<file path="config.mk">
export PLATFORM = sky130hd
export DESIGN_NAME = gsmc_menu_ctl
export DESIGN_NICKNAME = d
export VERILOG_FILES = /design/src/gsmc_pkg.sv /design/src/gsmc_menu_ctl.sv
export SDC_FILE = /design/constraint.sdc
export NUM_CORES = 1
export LEC_CHECK = 0
export BUFFER_PORTS_ARGS = -buffer_cell sky130_fd_sc_hd__buf_2
export CAP_MARGIN = 20
export CELL_PAD_IN_SITES_DETAIL_PLACEMENT = 0
export CELL_PAD_IN_SITES_GLOBAL_PLACEMENT = 2
export CORE_MARGIN = 2
export CORE_UTILIZATION = 25
export DETAILED_ROUTE_END_ITERATION = 10
export PLACE_DENSITY_LB_ADDON = 0.1
export SETUP_SLACK_MARGIN = 0.05
export SLEW_MARGIN = 30
export SYNTH_ARGS = -nofsm -noshare
export SYNTH_HDL_FRONTEND = slang
export SYNTH_SLANG_ARGS = --single-unit
export TNS_END_PERCENT = 1
</file>
<file path="constraint.sdc">
create_clock -name i_clk -period 4.1 [get_ports i_clk]
set_input_delay 0.205 -clock i_clk [delete_from_list [all_inputs] [get_ports i_clk]]
set_output_delay 0.205 -clock i_clk [all_outputs]
set_load 0.005 [all_outputs]
</file>
<file path="src/gsmc_pkg.sv">
// constants and types for the gas sensor menu and span-clearing controller
// assumes a 100 MHz system clock and switch pins that are asynchronous to it
`default_nettype none
package gsmc_pkg;
   // clock and timebase
   localparam int CLK_HZ    = 100_000_000;
   localparam int TICK_S    = 1;
   localparam int SEC_CYC   = CLK_HZ * TICK_S;
   localparam int DEB_MS    = 10;
   localparam int DEB_CYC   = (CLK_HZ / 1000) * DEB_MS;
   // hold, scroll and clearing times in seconds (CLEAR_MIN in minutes), and scroll counts
   localparam logic [2:0] ENTER_S  = 3'h4;
   localparam logic [2:0] OPEN_S   = 3'h3;
   localparam logic [2:0] SAVE_S   = 3'h3;
   localparam logic [8:0] SCROLL_S = 9'h004;
   localparam int         CLEAR_MIN = 5;
   localparam logic [8:0] CLEAR_S  = 9'(CLEAR_MIN * 60);
   localparam logic [2:0] IDLE_SCROLLS  = 3'h4;
   localparam logic [2:0] FAULT_SCROLLS = 3'h2;
   // reading thresholds and span level limits, percent LEL
   localparam logic [6:0] THR_FULL     = 7'h05;
   localparam logic [6:0] THR_HALF     = 7'h02;
   localparam logic [6:0] LVL_MIN_FULL = 7'h05;
   localparam logic [6:0] LVL_MAX_FULL = 7'h5F;
   localparam logic [6:0] LVL_MIN_HALF = 7'h02;
   localparam logic [6:0] LVL_MAX_HALF = 7'h32;
   localparam logic [6:0] LVL_RST      = 7'h32;
   // status list length and status word bits
   localparam logic [3:0] N_STATUS     = 4'hE;
   localparam int         ST_RANGE_BIT = 0;
   localparam int         ST_STAB_BIT  = 1;
   localparam int         ST_CLR_BIT   = 2;
   localparam int         ST_CAL_BIT   = 14;

   typedef enum logic [3:0] {
      ST_NORMAL, ST_CLEAR, ST_SPAN_DONE, ST_CLR_FLT,
      ST_MENU, ST_STATUS, ST_EDIT, ST_SAVED
   } gsmc_state_type;

   typedef enum logic [2:0] {
      ITEM_STATUS, ITEM_LEVEL, ITEM_GAS_FACTOR, ITEM_CAL_FACTOR,
      ITEM_SERIAL, ITEM_BRIDGE, ITEM_OUT_CHECK, ITEM_DEFAULTS
   } gsmc_item_type;

   typedef enum logic [3:0] {
      MSG_READING, MSG_FAULT, MSG_SPAN_DONE, MSG_CLR_FAULT,
      MSG_ITEM, MSG_STATUS, MSG_LEVEL, MSG_SAVED
   } gsmc_msg_type;

   typedef enum logic [1:0] {ARW_NONE, ARW_LEFT, ARW_RIGHT} gsmc_arrow_type;

   typedef struct packed {
      gsmc_msg_type   msg;
      gsmc_arrow_type arrow;
      gsmc_item_type  item;
      logic [3:0]     idx;
      logic [6:0]     level;
   } gsmc_disp_type;
endpackage
`default_nettype wire

</file>
<file path="src/gsmc_menu_ctl.sv">
// operator menu, span-clearing stage and calibration fault latches
// assumes switch pins are asynchronous; reading, range and events are on i_clk
`default_nettype none
module gsmc_menu_ctl #(
   parameter int SEC_CYC = gsmc_pkg::SEC_CYC,
   parameter int DEB_CYC = gsmc_pkg::DEB_CYC
) (
   // clock and reset
   input  wire logic              i_clk,
   input  wire logic              i_rstn,
   // magnet switch pins, active high
   input  wire logic              i_first_magnet_switch,
   input  wire logic              i_second_magnet_switch,
   // measurement side
   input  wire logic [6:0]        i_reading,
   input  wire logic              i_range50,
   input  wire logic              i_clear_start,
   input  wire logic              i_range_fault,
   input  wire logic              i_stab_fault,
   // display, loop and status
   output gsmc_pkg::gsmc_disp_type o_disp,
   output logic                   o_loop_zero,
   output logic [15:0]            o_status,
   output logic [6:0]             o_level
);
   import gsmc_pkg::*;

   typedef struct packed {
      logic [1:0]       s1;
      logic [1:0]       s2;
      logic [1:0]       sw;
      logic [1:0]       swp;
      logic [1:0][19:0] deb;
      logic [26:0]      tick_cnt;
      logic             tick;
      logic             blink;
      gsmc_state_type   st;
      gsmc_item_type    item;
      logic [3:0]       idx;
      logic [8:0]       sec;
      logic [2:0]       scr;
      logic [2:0]       hold;
      logic             wrel;
      logic             arrow;
      logic             dir;
      logic [6:0]       level;
      logic [6:0]       edit;
      logic             rng;
      logic             stb;
      logic             clr;
      gsmc_disp_type    disp;
      logic             loop0;
      logic [15:0]      stat;
   } gsmc_reg_type;

   gsmc_reg_type q;
   gsmc_reg_type n;
   logic         any_held;
   logic         released;
   logic         rd_below;
   logic         send;
   logic [6:0]   lvl_min;
   logic [6:0]   lvl_max;

   function automatic logic [6:0] clamp(input logic [6:0] v,
                                        input logic [6:0] lo,
                                        input logic [6:0] hi);
      if (v < lo) begin
         return lo;
      end
      if (v > hi) begin
         return hi;
      end
      return v;
   endfunction

   function automatic logic scroll_end(input logic tick, input logic [8:0] sec);
      return tick && (sec == SCROLL_S - 9'h001);
   endfunction

   assign any_held = |q.sw;
   assign released = (|q.swp) && !any_held;
   assign rd_below = i_reading < (i_range50 ? THR_HALF : THR_FULL);
   assign send     = scroll_end(q.tick, q.sec);
   assign lvl_min  = i_range50 ? LVL_MIN_HALF : LVL_MIN_FULL;
   assign lvl_max  = i_range50 ? LVL_MAX_HALF : LVL_MAX_FULL;

   always_comb begin
      n      = q;
      n.tick = 1'b0;
      // two-stage synchroniser and debounce per switch
      n.s1   = {i_second_magnet_switch, i_first_magnet_switch};
      n.s2   = q.s1;
      for (int k = 0; k < 2; k++) begin
         if (q.s2[k] == q.sw[k]) begin
            n.deb[k] = '0;
         end else if (q.deb[k] == 20'(DEB_CYC - 1)) begin
            n.deb[k] = '0;
            n.sw[k]  = q.s2[k];
         end else begin
            n.deb[k] = q.deb[k] + 20'h00001;
         end
      end
      n.swp = q.sw;
      // seconds timebase
      if (q.tick_cnt == 27'(SEC_CYC - 1)) begin
         n.tick_cnt = '0;
         n.tick     = 1'b1;
      end else begin
         n.tick_cnt = q.tick_cnt + 27'h0000001;
      end
      if (q.tick) begin
         n.blink = ~q.blink;
         n.sec   = q.sec + 9'h001;
      end
      // hold time of whichever switch is active
      if (!any_held) begin
         n.hold = '0;
         n.wrel = 1'b0;
      end else if (q.tick && q.hold != 3'h7) begin
         n.hold = q.hold + 3'h1;
      end

      case (q.st)
         ST_NORMAL: begin
            if (i_clear_start) begin
               n.st  = ST_CLEAR;
               n.sec = '0;
            end else if (q.sw == 2'b10 && q.hold == ENTER_S) begin
               n.st    = ST_MENU;
               n.item  = ITEM_STATUS;
               n.sec   = '0;
               n.scr   = '0;
               n.arrow = 1'b0;
               n.wrel  = 1'b1;
            end
         end
         ST_CLEAR: begin
            if (rd_below) begin
               n.st  = ST_SPAN_DONE;
               n.sec = '0;
               n.rng = 1'b0;
               n.stb = 1'b0;
               n.clr = 1'b0;
            end else if (q.sec == CLEAR_S) begin
               n.st  = ST_CLR_FLT;
               n.sec = '0;
               n.scr = '0;
               n.clr = 1'b1;
            end
         end
         ST_SPAN_DONE: begin
            if (send) begin
               n.st = ST_NORMAL;
            end
         end
         ST_CLR_FLT: begin
            if (send) begin
               n.sec = '0;
               n.scr = q.scr + 3'h1;
               if (q.scr == FAULT_SCROLLS - 3'h1) begin
                  n.st = ST_NORMAL;
               end
            end
         end
         ST_MENU: begin
            if (q.arrow) begin
               if (!any_held) begin
                  n.arrow = 1'b0;
                  n.sec   = '0;
                  n.scr   = '0;
                  n.item  = q.dir ? gsmc_item_type'(q.item + 3'h1)
                                  : gsmc_item_type'(q.item - 3'h1);
               end else if (q.hold == OPEN_S) begin
                  n.arrow = 1'b0;
                  n.wrel  = 1'b1;
                  n.sec   = '0;
                  n.scr   = '0;
                  if (q.item == ITEM_STATUS) begin
                     n.st  = ST_STATUS;
                     n.idx = '0;
                  end else if (q.item == ITEM_LEVEL) begin
                     n.st   = ST_EDIT;
                     n.edit = clamp(q.level, lvl_min, lvl_max);
                  end
               end
            end else if (send) begin
               n.sec = '0;
               if (any_held && !q.wrel) begin
                  n.arrow = 1'b1;
                  n.dir   = q.sw[1];
                  n.hold  = '0;
               end else if (q.scr == IDLE_SCROLLS - 3'h1) begin
                  n.st = ST_NORMAL;
               end else begin
                  n.scr = q.scr + 3'h1;
               end
            end
         end
         ST_STATUS: begin
            if (send) begin
               n.sec = '0;
               if (q.idx == N_STATUS - 4'h1) begin
                  n.st   = ST_MENU;
                  n.item = ITEM_STATUS;
                  n.scr  = '0;
               end else begin
                  n.idx = q.idx + 4'h1;
               end
            end
         end
         ST_EDIT: begin
            if (any_held && !q.wrel && q.hold == SAVE_S) begin
               n.level = q.edit;
               n.st    = ST_SAVED;
               n.sec   = '0;
               n.wrel  = 1'b1;
            end else if (released && !q.wrel) begin
               if (q.swp[1]) begin
                  n.edit = clamp(q.edit + 7'h01, lvl_min, lvl_max);
               end else begin
                  n.edit = clamp(q.edit - 7'h01, lvl_min, lvl_max);
               end
            end
         end
         ST_SAVED: begin
            if (send) begin
               n.st   = ST_MENU;
               n.item = ITEM_LEVEL;
               n.sec  = '0;
               n.scr  = '0;
            end
         end
         default: begin
            n.st = ST_NORMAL;
         end
      endcase

      // fault latches: an arriving event wins over a clear
      if (i_range_fault) begin
         n.rng = 1'b1;
      end
      if (i_stab_fault) begin
         n.stb = 1'b1;
      end

      // registered outputs follow the next state
      n.disp.item  = n.item;
      n.disp.idx   = n.idx;
      n.disp.level = n.edit;
      n.disp.arrow = ARW_NONE;
      if (n.st == ST_NORMAL && n.sw[1]) begin
         n.disp.arrow = ARW_RIGHT;
      end else if (n.st == ST_MENU && n.arrow) begin
         n.disp.arrow = n.dir ? ARW_RIGHT : ARW_LEFT;
      end
      n.loop0 = n.rng | n.stb | n.clr;
      case (n.st)
         ST_NORMAL:    n.disp.msg = (n.loop0 && n.blink) ? MSG_FAULT : MSG_READING;
         ST_SPAN_DONE: n.disp.msg = MSG_SPAN_DONE;
         ST_CLR_FLT:   n.disp.msg = MSG_CLR_FAULT;
         ST_MENU:      n.disp.msg = MSG_ITEM;
         ST_STATUS:    n.disp.msg = MSG_STATUS;
         ST_EDIT:      n.disp.msg = MSG_LEVEL;
         ST_SAVED:     n.disp.msg = MSG_SAVED;
         default:      n.disp.msg = MSG_READING;
      endcase
      n.stat               = '0;
      n.stat[ST_RANGE_BIT] = n.rng;
      n.stat[ST_STAB_BIT]  = n.stb;
      n.stat[ST_CLR_BIT]   = n.clr;
      n.stat[ST_CAL_BIT]   = n.st == ST_CLEAR || n.st == ST_SPAN_DONE
                             || n.st == ST_CLR_FLT;
   end

   always_ff @(posedge i_clk or negedge i_rstn) begin
      if (!i_rstn) begin
         q       <= '0;
         q.level <= LVL_RST;
      end else begin
         q <= n;
      end
   end

   assign o_disp      = q.disp;
   assign o_loop_zero = q.loop0;
   assign o_status    = q.stat;
   assign o_level     = q.level;
endmodule // gsmc_menu_ctl
`default_nettype wire

</file>
# Yosys cells after proc, flatten, opt, wreduce, memory -nomap -nowiden
# Index checks and enable logic that the tools add are counted.
# word_totals
regBits	134
output_inout_bits	44
# op_classes
add_sub_neg	11
order_cmp	7
n_eq_ne	51
n_mux	148
n_bitwise	4
reduce_logical	29
# ops
operator	n
$mux W7	25
$mux W20	4
$mux W12	6
$mux W4	18
$pmux W9 S7	1
$mux W1	54
$mux W3	15
$add A20 B1 Y20 const B	2
$eq A20 B20 Y1 const B	2
$mux W9	4
$ne A2 B2 Y1 const B	18
$eq A4 B3 Y1 const B	8
$pmux W4 S8	1
$add A27 B1 Y27 const B	1
$eq A27 B27 Y1 const B	1
$mux W27	1
$mux W23	1
$gt A7 B7 Y1	3
$lt A7 B3 Y1	3
$pmux W3 S7	1
$mux W2	9
$pmux W3 S6	1
$eq A4 B2 Y1 const B	4
$mux W16	1
other kinds (39)	66

# Logic depth before layout (Yosys ltp)
# logic_depth
ltp_word	24
mapped_depth	11
depth_no_buf	10

# Least setup slack after synthesis
# No wires, ideal clock.
# synth_path
path_type	flip-flop to flip-flop
from	register, netlist name o_disp[0]
to	register q (netlist bit o_disp[0])
setup_ns	0.146
t_arrival_ns	2.689
setup_slack_ns	1.264
path_stages_with_launch	12
synth_period_minus_slack_ns	2.836
cell_sequence	dfrtp_1 clkbuf_1 inv_1 ha_1 xor2_1 ha_1 nor4bb_1 a211oi_1 o31ai_2 a21oi_1 o311ai_1 a221oi_1
# synth_lines
element	line	rtl
end signal, assigned	gsmc_menu_ctl.sv:281	q <= n;
end, declared	gsmc_menu_ctl.sv:56	gsmc_reg_type q;

==> impl_results.md <==
- Peak VDD IR: 0.269 mV
- CP peak stage delay: between 500 and 600 ps
- Flops & latches, synth: 130
- Worst-Margin Slew: 878 ps
- Main combinational cell family by area after synthesis: simple AND/OR/NAND/NOR gates
- CTS tree: yes
- R2R depth: 10
- Total negative slack: 0 ps
- Max Cap Viol: 0
- Die Wd: 182 um
- Family with the most delay on the worst path: compound AO/OA/AOI/OAI gates
- Clock slew at reported path FFs: 60 ps
- Unrepaired setup endpoints after global routing: false
- Initial Util: 25.2%
- Tmin final: 3130 ps
- Vias in the first global route: 6207
- Area of the core: 31300 um2
- Yosys warns: 0
- Latest clock arrival within the worst-skew pair: ~430 ps
- Worst path buffer plus inverter count: 1
- Mux contribution to synthesized area: 1.93%
- R2R setup slack: slightly below 1000 ps
- Critical Path Stages: 10
- Worst Path Required: 4380 ps
- Synth Area in XOR/XNOR: 8.76%
- Cells after Synth: 850
- Fmax: 319 MHz
- Post-synthesis cell area: 7900 um2
- CTS max path bufs: 2
- Die ar.: 33000 um2
- Number of setup buffers added after CTS: 0
- Rows: 65
- DRT antenna net count: 0
- Element type at the critical path start: register
- Drt drc: 0
- Max Slew Vio Count: 0
- Initial DRC Count: 269
- Clk sinks: 130
- TritonCTS Buffers: 17
- Fin nets: 920
- Critical Path Slowest Stage Cell: dfrtp_1
- Crit share post-route: 76.4%
- Status: complete, no violations
- Initial antenna violation count: 0
- Power per Cell Area: 343 nW/um2
- Routed wire per std cell: 16.0 um
- Synth Area in Adders: 6.18%
- Dpl cells: 1244
- CP Launch Point: o_disp[2]$_DFFE_PN0P_
- Setup-failing EPs final: 0
- Die H: 182 um
- RR Endpoint: o_disp[0]$_DFFE_PN0P_
- Crit Path Class: register to register
- Max-slew headroom: 40.7%
- Fin. Hold Viols: 0
- Htree depth: 4
- Seq/Total Area, Yosys: between 40% and 50%
- Final non-filler cell total: between 1000 and 1500
- GPL Wtd Cong: a little over 0.8
- Crit Reg-Reg Startpoint: o_disp[2]$_DFFE_PN0P_
- Via count: 6024
- Synth unique cells: 81
- Clock skew: between 10 and 15 ps
- DR vias/cell: 4.70
- Count of input and output buffers: 45
- Hold WC Path Type: input pin to register
- Mean post-synth cell area: 9.29 um2
- Area Growth Syn to Fin: 13.4%
- Post-synth EDFFs: 0
- CP endpoint kind: register
- Share of layout cells above drive strength 1: 13.7%
- Leak: around 0.0038 uW
- Arr. time, crit path: 3410 ps
- First-pass iteration count of the detailed router: 4
- Dpl hpwl: 15100 um
- Gr ovfl total: 0
- Boundary Pins: 59
- Crit-path most repeated cell: a21oi_1
- WL final: 20500 um
- Critical path cell sequence: o31a_1 > a21oi_1 > inv_1 > ha_1 > nor4bb_1 > a211oi_1 > o31ai_2 > a21oi_1 > o311ai_1 > a221oi_1
- Fill cells: 3266
- FFs w/ async S/R, synth: 100%
- Critical path peak fanout: 13
- First-pass GRT wire length: 33900 um
- Simple-gate share of the synthesized area: 23.2%
- Compound-Gate Fraction of Synth Area: 11.2%
- Synth Flop Type: dfrtp_1
- Largest net degree at the start of global routing: 52
- GRT Total Usage: 13.1%
- Root Buffer: clkbuf_16
- Setup crit end: o_disp[0]$_DFFE_PN0P_
- Antenna Cells: 0
[cell usage after synthesis (all sizes together) (3+ instances only)]
master   number  share of area [%]
a2111oi       3               0.51
a211o         5               0.55
a211oi        5               0.48
a21o          3               0.29
a21oi        27                1.7
a31oi         8               0.63
and2          7               0.55
and3         10               0.79
and3b         3               0.33
buf          53                4.7
clkbuf       18               0.86
dfrtp       127                 40
dfstp         3                1.0
ha           39                6.2
inv          40                1.9
mux2         10                1.4
mux2i         4               0.51
nand2        56                2.7
nand2b        5               0.40
nand3        49                3.1
nand3b        7               0.82
nand4        18                1.4
nand4b        6               0.67
nor2        109                5.2
nor2b         5               0.40
nor3         18                1.3
nor3b         3               0.35
nor4         10               0.87
nor4b         3               0.52
nor4bb        3               0.38
o211a         3               0.38
o21ai        35                2.2
o31a          3               0.33
o31ai         9               0.98
or2           8               0.63
or3           9               0.71
or4           9                1.0
xnor2        42                4.7
xor2         37                4.1
[layer usage]
metal  global-route usage (%)  wire length [um]  up-vias
li1                         -                 -     2956
met5                        0                 0        -
met2                     21.5              9770      108
met3                     2.77               765       29
met4                     5.17               527        0
met1                     16.8              9490     2931
[where the power goes]
part	switching, uW	internal [uW]
Combinational	100	57.8
Clock	628	963
Sequential	22.4	1300
Total	750	2320
[worst register-to-register path, stage by stage (launching register included)]
cell,delay [ps]
dfrtp_1,540
o31a_1,380
a21oi_1,260
inv_1,90
ha_1,310
nor4bb_1,220
a211oi_1,100
o31ai_2,450
a21oi_1,130
o311ai_1,380
a221oi_1,150
[cells by family after synthesis]
kind of cell	after synthesis
mux	14
fa+ha+maj	39
buf+inv	112
compound gates	130
xor+xnor	79
flops	130
other cells	1
simple gates	345
[layout by cell type, fill, tap and decap left out, types with 5 or more instances in the layout]
cell           netlist  routed
mux2_2              10      10
or3_1                9       9
a21oi_1             27      27
nand4_1             18      18
a31oi_1              8       8
nand2_1             56      56
xnor2_1             42      42
inv_1               40      40
and2_1               7       7
nand3_1             49      49
nand4b_1             6       6
or4_1                6       6
o21ai_0             34      34
buf_2                8      44
dfrtp_1            127     127
xor2_1              37      37
nand3b_1             6       6
nor4_1               9       8
dlygate4sd3_1        0       5
clkbuf_16            0      17
nor3_1              17      17
conb_1               1      14
or2_2                5       5
nor2_1             108     108
and3_1              10      10
nand2b_1             5       5
nor2b_1              5       5
buf_4               43       5
a211oi_1             5       5
ha_1                39      39
o31ai_1              7       7
a211o_1              5       5
[repair_timing]
item | in CTS | in global routing
hold buffers | 5 | 0
hold endpoints to repair | 39 | 0
resized for setup | 0 | 0
[flip-flops by register name, indices dropped and copies added (netlist names)]
register / cells
o_status: 4
o_loop_zero: 1
o_disp: 19
q: 95
o_level: 7
n: 4
[how the worst min path moves through the flow]
| stage | depth (start not counted) | slack (ps) | endpoint | from |
|---|---|---|---|---|
| 2_1_floorplan | 0 | -90 | n[152]$_DFFE_PN0P_ | i_rstn |
| 3_3_place_gp | 1 | 130 | q[122]$_DFF_PN0_ | i_rstn |
| 3_5_place_dp | 1 | 140 | q[124]$_DFF_PN0_ | i_rstn |
| 4_1_cts | 2 | 70 | q[56]$_DFF_PN0_ | i_clear_start |
| 5_1_grt | 2 | 90 | q[56]$_DFF_PN0_ | i_clear_start |
| 6_report | 2 | 90 | q[56]$_DFF_PN0_ | i_clear_start |
[area by class of cell]
class	count	area, um2	share of cell area [%]
sequential	130	3260	36.4
tap	402	503	5.62
clock inverter	15	183	2.04
clock buffer	17	425	4.75
multi-input combinational	621	4120	45.9
timing repair buffer	55	319	3.56
inverter	41	154	1.72
[through the flow]
stage	utilization [%]	hold slack (ps)	cell area, um2	setup slack, ps	power, uW
finish	28.6	88.7	8960	967	3070
global route	28.6	89.8	8960	733	3220
CTS	28.6	69.4	8960	951	3130
detailed placement	26.5	138	8300	952	1500
global placement	26.5	129	8290	974	1500
floorplan	-	-90.6	7950	1260	1440
No activity file was read; power rests on OpenSTA's default activity.
